## config.mk

```make
export PLATFORM = sky130hd
export DESIGN_NAME = flc_dev_flat
export DESIGN_NICKNAME = d
export VERILOG_FILES = /design/src/hdl/flc_pkg.sv /design/src/hdl/flc_link_if.sv /design/src/hdl/flc_dev.sv /design/src/flat_wrapper.sv
export VERILOG_INCLUDE_DIRS = /design/src /design/src/hdl
export SDC_FILE = /design/constraint.sdc
export NUM_CORES = 1
export LEC_CHECK = 0
export BUFFER_PORTS_ARGS = -buffer_cell sky130_fd_sc_hd__buf_2
export CAP_MARGIN = 0
export CORE_MARGIN = 2
export CORE_UTILIZATION = 50
export CTS_BUF_LIST = sky130_fd_sc_hd__clkbuf_16
export CTS_CLUSTER_SIZE = 40
export DETAILED_ROUTE_END_ITERATION = 10
export PLACE_DENSITY_LB_ADDON = 0.3
export SLEW_MARGIN = 20
export SYNTH_ARGS = -nofsm -noshare
export SYNTH_HDL_FRONTEND = slang
export SYNTH_SLANG_ARGS = --single-unit
```

## constraint.sdc

```tcl
create_clock -name core_clk_in -period 2.3 [get_ports core_clk_in]
set_input_delay 0.23 -clock core_clk_in [delete_from_list [all_inputs] [get_ports core_clk_in]]
set_output_delay 0.23 -clock core_clk_in [all_outputs]
set_load 0.01 [all_outputs]
```

## src/hdl/flc_cfg.svh

```systemverilog
// constants for the fastlock/latch/init control block: bit positions, codes, timing
// assumes inclusion by bare name from package and modules
`ifndef FLC_CFG_SVH
`define FLC_CFG_SVH
`define FLC_WORD_W        24
`define FLC_SEL_REF       2'h0
`define FLC_SEL_FB        2'h1
`define FLC_SEL_FUNC      2'h2
`define FLC_SEL_INIT      2'h3
`define FLC_B_HOLD        2
`define FLC_B_PD_REQ      3
`define FLC_B_TRISTATE    8
`define FLC_B_FL_EN       9
`define FLC_B_FL_MODE     10
`define FLC_B_TO_LSB      11
`define FLC_B_TO_MSB      14
`define FLC_B_PRI_LSB     15
`define FLC_B_PRI_MSB     17
`define FLC_B_SEC_LSB     18
`define FLC_B_SEC_MSB     20
`define FLC_B_PD_SYNC     21
`define FLC_B_GAIN        21
`define FLC_CLK_NS        10
`define FLC_BIAS_NS       1000
`define FLC_BIAS_CYC      ((`FLC_BIAS_NS + `FLC_CLK_NS - 1) / `FLC_CLK_NS)
`define FLC_DIV_HALF      4
`define FLC_TO_UNIT       16'h0003
`endif

```

## src/hdl/flc_pkg.sv

```systemverilog
// types shared by both ends of the fastlock/latch/init link
// assumes flc_cfg.svh for widths
`include "flc_cfg.svh"
package flc_pkg;
   typedef logic [`FLC_WORD_W-1:0] flc_word_t;
   typedef enum logic [1:0] {FLC_IDLE, FLC_SHIFT, FLC_STROBE, FLC_GAP} flc_ser_e;
endpackage

```

## src/hdl/flc_link_if.sv

```systemverilog
// three-wire serial link plus chip enable between host and device
// assumes both ends on core_clk_in; link clock is a plain sampled wire
`timescale 1ns/100ps
interface flc_link_if;
   logic ser_clk;
   logic ser_data;
   logic load_strobe;
   logic chip_en;
   modport dev (input ser_clk, input ser_data, input load_strobe, input chip_en);
   modport host (output ser_clk, output ser_data, output load_strobe, output chip_en);
endinterface

```

## src/hdl/flc_dev.sv

```systemverilog
// device end: serial latches, fastlock control, pump select and init reset pulse
// assumes link pins asynchronous to core_clk_in; pfd_tick_in is a same-clock pulse
//
// Behaviour
// - fastlock only while enable bit set
// - mode bit picks mode one or two
// - fastlock uses second current setting
// - gain bit write enters fastlock
// - mode one exits on gain cleared
// - mode two timeout clears gain itself
// - timeout select from four bits
// - timer runs only in mode two
// - current codes from low/high fields
// - three-state bit floats pump output
// - init word loads function, pulses reset
// - init load resets counters, floats pump
// - init pulse triggers chosen sync power-down
// - reset pulse spares reference and buffer
// - first feedback load after init pulses
// - host writes init, function, ref, feedback
// - chip enable low powers down; 1 us settle
// - latches survive chip enable power-down
// - host brackets loads with counter hold
// - counter hold: load point, float, no power-down
// - 24 bits msb first, strobe latches
// - counter hold bit resets counters
//
// The register addresses and the plain strobed port were chosen for this implementation.
`timescale 1ns/100ps
`include "flc_cfg.svh"
module flc_dev
#(
   parameter int BIAS_CYC = `FLC_BIAS_CYC
)
(
   // clock and reset
   input  wire logic                core_clk_in,
   input  wire logic                arst_n_in,
   // link
   flc_link_if.dev                  link,
   // phase detector event pulse from the counters
   input  wire logic                pfd_tick_in,
   // pump control
   output logic      [2:0]          pump_current_out,
   output logic                     pump_output_en_out,
   output logic                     boost_gain_flag_out,
   // counter and power control
   output logic                     counter_reset_out,
   output logic                     init_pulse_out,
   output logic                     power_down_out,
   output logic                     bias_ready_out,
   // latched words
   output logic      [`FLC_WORD_W-1:0] ref_word_out,
   output logic      [`FLC_WORD_W-1:0] fb_word_out,
   output logic      [`FLC_WORD_W-1:0] func_word_out
);
   flc_pkg::flc_word_t  shift_reg;
   flc_pkg::flc_word_t  func_reg;
   logic [2:0]          sclk_sync_reg;
   logic [1:0]          data_sync_reg;
   logic [2:0]          strobe_sync_reg;
   logic [1:0]          ce_sync_reg;
   logic                gain_reg;
   logic                arm_reg;
   logic                pulse_reg;
   logic                pd_sync_pend_reg;
   logic                pd_sync_reg;
   logic [15:0]         to_cnt_reg;
   logic [$clog2(BIAS_CYC+1)-1:0] bias_cnt_reg;
   logic                sclk_rise;
   logic                strobe_rise;
   logic [1:0]          latch_select;
   logic                fl_active;

   // timeout length per select code in pfd cycles
   function automatic logic [15:0] to_len(input logic [3:0] code);
      to_len = 16'(({12'h000, code} + 16'h0001) * `FLC_TO_UNIT);
   endfunction

   ////////////////////////////////////////////////////////////////////////////
   // two-stage synchronisers; third stage only for edge detection
   always_ff @(posedge core_clk_in or negedge arst_n_in)
   begin
      if (!arst_n_in)
      begin
         sclk_sync_reg <= 3'h0;
         data_sync_reg   <= 2'h0;
         strobe_sync_reg <= 3'h0;
         ce_sync_reg   <= 2'h0;
      end
      else
      begin
         sclk_sync_reg <= {sclk_sync_reg[1:0], link.ser_clk};
         data_sync_reg   <= {data_sync_reg[0], link.ser_data};
         strobe_sync_reg <= {strobe_sync_reg[1:0], link.load_strobe};
         ce_sync_reg   <= {ce_sync_reg[0], link.chip_en};
      end
   end
   // data and clock share two stages, so the bit read lines up with the edge seen
   assign sclk_rise    = sclk_sync_reg[1] & ~sclk_sync_reg[2];
   assign strobe_rise  = strobe_sync_reg[1] & ~strobe_sync_reg[2];
   assign latch_select = shift_reg[1:0];

   ////////////////////////////////////////////////////////////////////////////
   // input shift register, msb first on link clock rise
   always_ff @(posedge core_clk_in or negedge arst_n_in)
   begin
      if (!arst_n_in)
         shift_reg <= '0;
      else if (sclk_rise)
         shift_reg <= {shift_reg[`FLC_WORD_W-2:0], data_sync_reg[1]};
   end

   // latches; untouched by chip enable so contents survive power-down
   always_ff @(posedge core_clk_in or negedge arst_n_in)
   begin
      if (!arst_n_in)
      begin
         func_reg     <= '0;
         ref_word_out <= '0;
         fb_word_out  <= '0;
      end
      else if (strobe_rise)
      begin
         unique case (latch_select)
            `FLC_SEL_REF:  ref_word_out <= shift_reg;
            `FLC_SEL_FB:   fb_word_out  <= shift_reg;
            `FLC_SEL_FUNC,
            `FLC_SEL_INIT: func_reg     <= shift_reg;
         endcase
      end
   end
   assign func_word_out = func_reg;

   ////////////////////////////////////////////////////////////////////////////
   // gain flag: set or cleared by feedback loads, cleared by mode-two timeout
   always_ff @(posedge core_clk_in or negedge arst_n_in)
   begin
      if (!arst_n_in)
         gain_reg <= 1'b0;
      else if (strobe_rise && latch_select == `FLC_SEL_FB)
         gain_reg <= shift_reg[`FLC_B_GAIN];
      else if (fl_active && func_reg[`FLC_B_FL_MODE] && pfd_tick_in && to_cnt_reg == 16'h0001)
         gain_reg <= 1'b0;
   end
   assign fl_active = func_reg[`FLC_B_FL_EN] & gain_reg;

   // timer counts pfd events only in mode two; reloads on each gain write
   always_ff @(posedge core_clk_in or negedge arst_n_in)
   begin
      if (!arst_n_in)
         to_cnt_reg <= 16'h0000;
      else if ((strobe_rise && latch_select == `FLC_SEL_FB) || pulse_reg || power_down_out)
         to_cnt_reg <= to_len(func_reg[`FLC_B_TO_MSB:`FLC_B_TO_LSB]);
      else if (fl_active && func_reg[`FLC_B_FL_MODE] && pfd_tick_in && to_cnt_reg != 16'h0000)
         to_cnt_reg <= to_cnt_reg - 16'h0001;
   end

   ////////////////////////////////////////////////////////////////////////////
   // init reset pulse: on init load, and once on next feedback load
   always_ff @(posedge core_clk_in or negedge arst_n_in)
   begin
      if (!arst_n_in)
      begin
         arm_reg   <= 1'b0;
         pulse_reg <= 1'b0;
      end
      else
      begin
         pulse_reg <= strobe_rise
                      && (latch_select == `FLC_SEL_INIT || (latch_select == `FLC_SEL_FB && arm_reg));
         if (strobe_rise && latch_select == `FLC_SEL_INIT)
            arm_reg <= 1'b1;
         else if (strobe_rise && latch_select == `FLC_SEL_FB)
            arm_reg <= 1'b0;
      end
   end
   // counters, pump output enable and sync power-down see the pulse; reference and buffer enables never do
   assign init_pulse_out = pulse_reg;

   // sync power-down: armed by pulse with sync select, taken on next pump event
   always_ff @(posedge core_clk_in or negedge arst_n_in)
   begin
      if (!arst_n_in)
      begin
         pd_sync_pend_reg <= 1'b0;
         pd_sync_reg      <= 1'b0;
      end
      else if (!func_reg[`FLC_B_PD_REQ] || !func_reg[`FLC_B_PD_SYNC])
      begin
         pd_sync_pend_reg <= 1'b0;
         pd_sync_reg      <= 1'b0;
      end
      else
      begin
         if (pulse_reg && ce_sync_reg[1])
            pd_sync_pend_reg <= 1'b1;
         if (pd_sync_pend_reg && pfd_tick_in)
            pd_sync_reg <= 1'b1;
      end
   end

   // counter hold never drives the power-down path
   assign power_down_out = ~ce_sync_reg[1] | pd_sync_reg
                           | (func_reg[`FLC_B_PD_REQ] & ~func_reg[`FLC_B_PD_SYNC]);

   // bias settle time after chip enable rises
   always_ff @(posedge core_clk_in or negedge arst_n_in)
   begin
      if (!arst_n_in)
         bias_cnt_reg <= '0;
      else if (!ce_sync_reg[1])
         bias_cnt_reg <= '0;
      else if (bias_cnt_reg != ($clog2(BIAS_CYC+1))'(BIAS_CYC))
         bias_cnt_reg <= bias_cnt_reg + 1'b1;
   end
   assign bias_ready_out = (bias_cnt_reg == ($clog2(BIAS_CYC+1))'(BIAS_CYC));

   ////////////////////////////////////////////////////////////////////////////
   // pump and counter controls
   assign counter_reset_out   = func_reg[`FLC_B_HOLD] | pulse_reg | power_down_out;
   assign pump_current_out    = fl_active ? func_reg[`FLC_B_SEC_MSB:`FLC_B_SEC_LSB]
                                          : func_reg[`FLC_B_PRI_MSB:`FLC_B_PRI_LSB];
   assign pump_output_en_out  = ~func_reg[`FLC_B_TRISTATE] & ~counter_reset_out;
   assign boost_gain_flag_out = gain_reg;
endmodule

```

## src/flat_wrapper.sv

```systemverilog
// flat-port wrapper written by rule: the top's interface ports become plain ports
module flc_dev_flat 
#(
   parameter int BIAS_CYC = `FLC_BIAS_CYC
)
  (core_clk_in, arst_n_in, pfd_tick_in, pump_current_out, pump_output_en_out, boost_gain_flag_out, counter_reset_out, init_pulse_out, power_down_out, bias_ready_out, ref_word_out, fb_word_out, func_word_out, link_ser_clk, link_ser_data, link_load_strobe, link_chip_en);
  flc_link_if link_i ();
  input  wire logic core_clk_in;
  input  wire logic arst_n_in;
  input  wire logic pfd_tick_in;
  output logic      [2:0] pump_current_out;
  output logic pump_output_en_out;
  output logic boost_gain_flag_out;
  output logic counter_reset_out;
  output logic init_pulse_out;
  output logic power_down_out;
  output logic bias_ready_out;
  output logic      [`FLC_WORD_W-1:0] ref_word_out;
  output logic      [`FLC_WORD_W-1:0] fb_word_out;
  output logic      [`FLC_WORD_W-1:0] func_word_out;
  input wire logic [$bits(link_i.ser_clk)-1:0] link_ser_clk;
  input wire logic [$bits(link_i.ser_data)-1:0] link_ser_data;
  input wire logic [$bits(link_i.load_strobe)-1:0] link_load_strobe;
  input wire logic [$bits(link_i.chip_en)-1:0] link_chip_en;
  assign link_i.ser_clk = link_ser_clk;
  assign link_i.ser_data = link_ser_data;
  assign link_i.load_strobe = link_load_strobe;
  assign link_i.chip_en = link_chip_en;
  flc_dev #(.BIAS_CYC(BIAS_CYC)) u_core (.core_clk_in(core_clk_in), .arst_n_in(arst_n_in), .link(link_i), .pfd_tick_in(pfd_tick_in), .pump_current_out(pump_current_out), .pump_output_en_out(pump_output_en_out), .boost_gain_flag_out(boost_gain_flag_out), .counter_reset_out(counter_reset_out), .init_pulse_out(init_pulse_out), .power_down_out(power_down_out), .bias_ready_out(bias_ready_out), .ref_word_out(ref_word_out), .fb_word_out(fb_word_out), .func_word_out(func_word_out));
endmodule
```

* Word-level counts from Yosys, hierarchy flattened *
Cells that the tools add are included.

word-level totals
  bits in registers = 134
  input bits = 7
  output and inout port bits = 81
  logic and storage cells = 81

cells by class
  add/sub/neg operators = 3
  multipliers = 1
  equality and inequality tests = 7
  muxes and demuxes = 13
  bitwise gates (word level) = 15
  reductions and logical operators = 27

operators by type and width
  cell                                                                   number
  16-bit 2-to-1 mux                                                      2
  16-bit by 1-bit == test with 1-bit output (second input constant)      1
  16-bit by 2-bit multiplier with 16-bit output (second input constant)  1
  16-bit nonzero test                                                    1
  16-bit by 1-bit subtractor with 16-bit output (second input constant)  1
  7-bit 2-to-1 mux                                                       2
  1-bit logical AND                                                      10
  2-bit nonzero test                                                     5
  1-bit 2-to-1 mux                                                       8
  7-bit by 1-bit adder with 7-bit output (second input constant)         1
  7-bit == test (second input constant)                                  1
  7-bit != test (second input constant)                                  1
  1-bit NOT                                                              6
  2-bit AND reduction                                                    3
  4-bit by 1-bit adder with 5-bit output (second input constant)         1
  1-bit bitwise AND                                                      5
  2-bit == test (second input constant)                                  2
  1-bit logical OR                                                       4
  1-bit OR                                                               4
  3-bit 2-to-1 mux                                                       1
  2-bit by 1-bit == test with 1-bit output (second input constant)       1
  1-bit zero test                                                        2
  2-bit zero test                                                        1
  2-bit != test (second input constant)                                  1
  2-bit OR reduction                                                     1

* Depth between registers and ports, before layout *
Gate-level depths: netlist of the first run.

  word-level depth = 6
  mapped depth = 9
  depth with buffers taken out = 9

* Least setup slack after synthesis of the first run *
Ideal clock, no wire load.

  path type = register to register
  start = register u_core.func_reg[11] (netlist: u_core.func_word_out[11])
  end = register u_core.to_cnt_reg[6]
  library setup time = 0.132 ns
  data arrival time = 1.886 ns
  required time = 2.168 ns
  slack = 0.282 ns
  cell stages (with the launch flop) = 9
  buffers on the path = 0
  period minus slack after synthesis = 2.018 ns
  cells stage by stage = dfrtp_1 > ha_1 > xor2_1 > ha_1 > a21o_1 > a21oi_1 > nor3b_1 > o21ai_0 > o21ai_0

on the way
  longest elaborated chain between the ends = 3

ends and longest elaborated chain
  element                                                         line            RTL
  start, declared                                                 flc_dev.sv:58   flc_pkg::flc_word_t func_reg;
  start signal, assigned                                          flc_dev.sv:129  `FLC_SEL_INIT: func_reg <= shift_reg;
  4-bit by 1-bit adder with 5-bit output                          flc_dev.sv:77   to_len = 16'(({12'h000, code} + 16'h0001) * `FLC_TO_UNIT);
  16-bit by 2-bit multiplier with 16-bit output (no source line)  --
  16-bit 2-to-1 mux                                               flc_dev.sv:153  else if ((strobe_rise && latch_select == `FLC_SEL_FB) || pulse_reg || power_down_out)
  end signal, assigned                                            flc_dev.sv:154  to_cnt_reg <= to_len(func_reg[`FLC_B_TO_MSB:`FLC_B_TO_LSB]);
  end signal, assigned                                            flc_dev.sv:156  to_cnt_reg <= to_cnt_reg - 16'h0001;
  end, declared                                                   flc_dev.sv:68   logic [15:0] to_cnt_reg;

No other way between the ends.
A chain may end at the register's enable or synchronous reset.

* Worst setup path in the final report of the first run *
Ends and elaborated chain as after synthesis.

==> flow_summary.ini, run 1 <==
[global_route]
grt.met2_usage_pct = 34.0
grt_antenna_before_repair = 0
grtUsageTotal_pct = 20.7
grt_pass1_vias = 3747
grtUsageMet3_pct = 8.11
grt_first_pass_wirelength_um = 18800
grt_max_degree = 74
overflow = 0
global_route.peak_usage_layer = met2
met1_usage_pct = 25.8

[sta]
setup_viol = 0
worst_slew_margin_rel_pct = 54.8
clock-skew-final_ns = 0.00535
setup_slack_ns = 0.203
final.period_utilization_pct = 91.2
maximum_frequency_from_static_timing_analysis_mhz = 477
worst_margin_slew_ns = 0.678
slew_viol_final = 0
final_hold_violation_count = 0
fin_tns_setup_ns = 0
grt_setup_unrepaired = false
timing.final.crit_period_ns = 2.10

[final_layout]
area_delta_synth_final_pct = 22.7
share_of_layout_cells_above_drive_strength_1_pct = 44.9
num-nets-final = 532
antenna-diode-count = 0
multiInputGateArea_um2 = 2190
register_area_um2 = 3350
layout.filler_cells = 836

[drt]
via_count = 3567
drt_first_iter_violations = 146
wire_per_inst_um = 17.0
vias_per_cell = 5.36
routed_wirelength_um = 11300
drt-pass1-iter-count = 4
ant_nets = 0
drc = 0

[synth]
ys_top_cells_by_area = dfrtp_1 60%, mux2_2 19%, xnor2_1 3.6%
synth_warnings = 0
synth_enable_flop_cells = 0
synth_area_um2 = 5620
synthDistinctLibCells = 45
synth_async_sr_flop_share_pct = 100
synth_cells = 407
avgSynthCellArea_um2 = 13.8
synth_fp_nets = 426
synth.largest_area_cell = dfrtp_1
yosysTopAreaCellShare_pct = 59.7
ys_seq_elements = 134
primary_flip_flop_cell_chosen_by_synthesis_mapping = dfrtp_1
synth.yosys.seq_area_share_pct = 59.7

[die]
fp.dieArea_um2 = 12100
ios = 88
die_y_um = 110
core_region_area_um2 = 10900
chipWidth_um = 110
row_count = 38
start_util_pct = 51.6

[clocking]
max-clock-path-buffers = 2
post-cts-setup-buffer-count = 0
ctsRootBufferMaster = clkbuf_16
clock_sink_count = 134
tritoncts.num_buffers = 17
worst_setup_hold_path_clk_slew_ns = 0.06
cts.htree.levels = 4
tritoncts_clock_tree = done
clock_insertion_delay_worst_skew_ns = 0.40

[worst_setup_path]
critPathRequiredTime_ns = 2.58
path_cells = ha_1 > xor2_2 > ha_1 > a21o_1 > a21oi_1 > nor3b_1 > o21ai_0 > o21ai_0
critical_path.endpoint_type = register
worstSetupPathType = register to register
setup.worst_path.start_class = register
cpMaxStageDelayCell = dfrtp_1
crit_path_max_fanout = 8
arrival_ns = 2.37
crit_path_max_incr_delay_ns = 0.47

[power]
power.share.sequential_pct = 44.9
power.switching_uw = 2220
power_density_nw_per_um2 = 1070
power_uw = 7360
clock_power_share_pct = 33.2
cellLeakagePower_uw = 0.00340
vdd.ir_drop.worst_uv = 479
p_int_uw = 5140
sw_ratio_pct = 30.2
comb_power_share_pct = 21.9

[flow_run]
max_cap_viol = 0

[run_status]
run_status = completed

[min_path]
hold_path.class = input port to register

[placed_design]
hpwl_um = 7610
portBuffers = 87
gpl.final_weighted_congestion = 0.813
dp_worst_slack_ns = 0.151
## layout make-up
class / count / area share, %
multi-input cells: 249 / 31.8
well taps: 140 / 2.54
inverters: 8 / 0.436
clock inverters: 15 / 1.69
repair buffers: 103 / 8.70
flip-flops and latches: 134 / 48.7
clock buffers: 17 / 6.18
## cells in the mapped netlist (3+ instances only)
library cell,instances
ha_1,11
nor3_1,6
nor2b_1,7
nor2_1,19
nand3_1,4
o21ai_0,8
a21oi_1,7
a31oi_1,4
xnor2_1,23
nand3b_1,4
a311oi_1,3
mux2i_1,3
buf_2,4
nand2_1,9
dfrtp_1,134
and3_1,4
inv_1,8
mux2_2,94
and2_1,5
nor4_1,4
nand4_1,4
clkbuf_1,10
## cell families after synthesis
group / synth area share (%)
flip-flops: 59.7
multiplexers: 19.4
AND/OR/NAND/NOR: 9.51
AO/OA/AOI/OAI: 2.96
XOR/XNOR: 3.90
buffers and inverters: 1.74
adder cells (fa/ha/maj): 2.81
## routing by layer
metal / routed length, um / share of wire (%) / up-vias
met5: 0 / 0 / -
met1: 4770 / 42 / 1815
met3: 672 / 5.9 / 8
met2: 5780 / 51 / 81
li1: - / - / 1663
met4: 78 / 0.69 / 0
## stage by stage
step	utilization [%]	hold slack, ns	cell area (um2)	cells
floorplan	-	-0.0656	5620	407
global placement	57.7	0.294	6280	629
detailed placement	57.7	0.302	6280	629
CTS	63.2	0.117	6880	666
global route	63.3	0.156	6890	666
finish	63.3	0.127	6890	666
## what timing repair did
action,4_1_cts,5_1_grt
setup endpoints to repair,0,2
hold buffers,5,0
hold endpoints to repair,74,0
resized for setup,0,2
## layout by cell type (no fill, tap or decap), types with 4 or more instances in the layout
cell,synthesis,layout
buf_2,4,86
mux2_2,94,94
and2_1,5,5
dlygate4sd3_1,0,5
ha_1,11,11
inv_1,8,9
o21ai_0,8,8
buf_4,0,9
nor3_1,6,6
clkbuf_16,0,17
dfrtp_1,134,134
nand2_1,9,9
xnor2_1,23,23
nor2_1,19,19
nor4_1,4,4
nor2b_1,7,6
clkinv_2,0,5
nand4_1,4,4
a21oi_1,7,7
a31oi_1,4,4
and3_1,4,4
nand3_1,4,4
clkinvlp_4,0,6
nand3b_1,4,4
## worst max-delay path, delay by kind of cell, from the launching register on
kind | cells | cell delay (ns)
AO/OA/AOI/OAI | 4 | 0.62
XOR/XNOR | 1 | 0.24
adder cells (fa/ha/maj) | 2 | 0.56
flip-flops | 1 | 0.47
AND/OR/NAND/NOR | 1 | 0.08
## final timing paths
path | from | endpoint | slack (ns) | cells after the start
worst max-delay path | u_core.func_word_out[11] | u_core.to_cnt_reg[6] | 0.20 | 8
worst min-delay path | pfd_tick_in | u_core.pd_sync_reg | 0.13 | 3
worst max register to register | u_core.func_word_out[11] | u_core.to_cnt_reg[6] | 0.20 | 8
worst min register to register | u_core.strobe_sync_reg[0] | u_core.strobe_sync_reg[1] | 0.35 | 0
max in group asynchronous | arst_n_in | u_core.ref_word_out[15] | 1.21 | 3
min in group asynchronous | arst_n_in | u_core.bias_cnt_reg[1] | 0.41 | 2
## power by group through the flow
stage	logic [uW]	clock network, uW	registers, uW
global placement	1570	0	3300
CTS	1650	2490	3300
finish	1610	2440	3300
detailed placement	1620	0	3330
floorplan	867	0	3350
global route	1800	2610	3380
(Power assumes the default switching activity.)
==> run 2, diff against run 1 <==
--- a/config.mk
+++ b/config.mk
@@ -8,6 +8,7 @@
 export LEC_CHECK = 0
 export BUFFER_PORTS_ARGS = -buffer_cell sky130_fd_sc_hd__buf_2
 export CAP_MARGIN = 0
+export CORE_ASPECT_RATIO = 1.25
 export CORE_MARGIN = 2
 export CORE_UTILIZATION = 50
 export CTS_BUF_LIST = sky130_fd_sc_hd__clkbuf_16
==> flow_summary.ini, run 2 (same netlist as run 1, synthesis figures left out) <==
[drt]
drc = 0
routed_wirelength_um = 11300
wire_per_inst_um = 17.1
vias_per_cell = 5.41
drt-pass1-iter-count = 4
drt_first_iter_violations = 175
ant_nets = 0
via_count = 3574

[final_layout]
area_delta_synth_final_pct = 25.2
share_of_layout_cells_above_drive_strength_1_pct = 45.2
antenna-diode-count = 0
most_common_cell_after_layout_fill_and_taps_aside = dfrtp_1
num-nets-final = 533
layout_common_cells = 134 x dfrtp_1, 94 x mux2_2, 86 x buf_2, 23 x xnor2_1, 19 x nor2_1

[global_route]
overflow = 0
grtUsageTotal_pct = 20.1
grt_first_pass_wirelength_um = 18900
grt_max_degree = 42
grt_antenna_before_repair = 0
grt_pass1_vias = 3709

[die]
row_count = 43
start_util_pct = 50.9
ios = 88
fp.dieArea_um2 = 12100
chipWidth_um = 98.8
core_region_area_um2 = 11000
die_y_um = 122

[worst_setup_path]
worstSetupPathType = register to register
crit_path_max_fanout = 8
path_cells = ha_1 > xor2_2 > ha_1 > a21o_1 > a21oi_1 > nor3b_1 > o21ai_0 > o21ai_0
cpMaxStageDelayCell = dfrtp_1
arrival_ns = 2.37
critPathRequiredTime_ns = 2.59
crit_path_max_incr_delay_ns = 0.45
setup.worst_path.start_class = register
critical_path.endpoint_type = register

[sta]
worst_slew_margin_rel_pct = 61.7
timing.final.crit_period_ns = 2.08
grt_setup_unrepaired = false
slew_viol_final = 0
clock-skew-final_ns = 0.00736
worst_margin_slew_ns = 0.575
fin_tns_setup_ns = 0
setup_viol = 0
final_hold_violation_count = 0
maximum_frequency_from_static_timing_analysis_mhz = 481
final.period_utilization_pct = 90.3

[clocking]
ctsRootBufferMaster = clkbuf_16
max-clock-path-buffers = 2
post-cts-setup-buffer-count = 0
clock_insertion_delay_worst_skew_ns = 0.41
worst_setup_hold_path_clk_slew_ns = 0.06
tritoncts_clock_tree = done
clock_sink_count = 134
tritoncts.num_buffers = 17
cts.htree.levels = 4

[flow_run]
max_cap_viol = 0

[placed_design]
hpwl_um = 7570
portBuffers = 87
gpl.final_weighted_congestion = 0.878

[run_status]
run_status = completed

[power]
power_uw = 7980
vdd.ir_drop.worst_uv = 609
power_density_nw_per_um2 = 1130
cellLeakagePower_uw = 0.00348

[min_path]
hold_path.class = input port to register
-- run 2: changes by cell type in the layout (fill, tap and decap cells not counted), sizes merged --
| cell | delta |
|---|---|
| clkinv | -3 |
| bufinv | +5 |
| inv | +2 |
| buf | +1 |
| clkinvlp | -5 |
-- run 2: worst paths after layout --
kind,start,end,slack [ns],depth (start not counted)
worst max-delay path,u_core.func_word_out[11],u_core.to_cnt_reg[6],0.22,8
worst max register to register,u_core.func_word_out[11],u_core.to_cnt_reg[6],0.22,8
worst min-delay path,pfd_tick_in,u_core.pd_sync_reg,0.17,3
max in group asynchronous,arst_n_in,u_core.shift_reg[6],1.24,3
worst min register to register,u_core.sclk_sync_reg[0],u_core.sclk_sync_reg[1],0.35,0
min in group asynchronous,arst_n_in,u_core.bias_cnt_reg[4],0.36,2
-- run 2: what timing repair did --
item / 4_1_cts / 5_1_grt
setup endpoints to repair: 0 / 2
gates resized for setup: 0 / 2
hold buffers: 5 / 0
hold endpoints to repair: 42 / 0
-- run 2: cell type report --
class                   count  area, um2
clock buffers              17        425
clock inverters            14        249
fillers                   818       4000
inverters                   8       30.0
multi-input cells         249       2190
flip-flops and latches    134       3350
well taps                 135        169
repair buffers            104        616
-- run 2: where the power goes --
group	switching [uW]	internal, uW	total (uW)
Combinational	783	824	1610
Sequential	447	2850	3300
Clock	1030	2040	3070
-- run 2: worst max-delay path, delay by kind of cell (launching register included) --
kind / cells / cell delay [ns]
XOR/XNOR: 1 / 0.25
adder cells (fa/ha/maj): 2 / 0.56
AND/OR/NAND/NOR: 1 / 0.08
flip-flops: 1 / 0.45
AO/OA/AOI/OAI: 4 / 0.63
-- run 2: through the flow --
step / instance area (um2) / utilization [%] / worst slack, ns / cells / hold WS [ns]
finish: 7030 / 63.8 / 0.223 / 661 / 0.166
global route: 7030 / 63.8 / 0.0193 / 661 / 0.145
CTS: 7020 / 63.6 / 0.134 / 661 / 0.157
detailed placement: 6290 / 57.1 / 0.167 / 625 / 0.266
global placement: 6290 / 57.1 / 0.241 / 625 / 0.261
floorplan: 5620 / - / 0.282 / 407 / -0.0656
-- run 2: routing by layer --
layer | up-vias | part of all wire (%) | GRT usage, %
li1 | 1664 | - | -
met1 | 1816 | 43 | 24.9
met2 | 79 | 50 | 33.2
met3 | 15 | 5.2 | 7.00
met4 | 0 | 1.6 | 6.93
met5 | - | 0 | 0
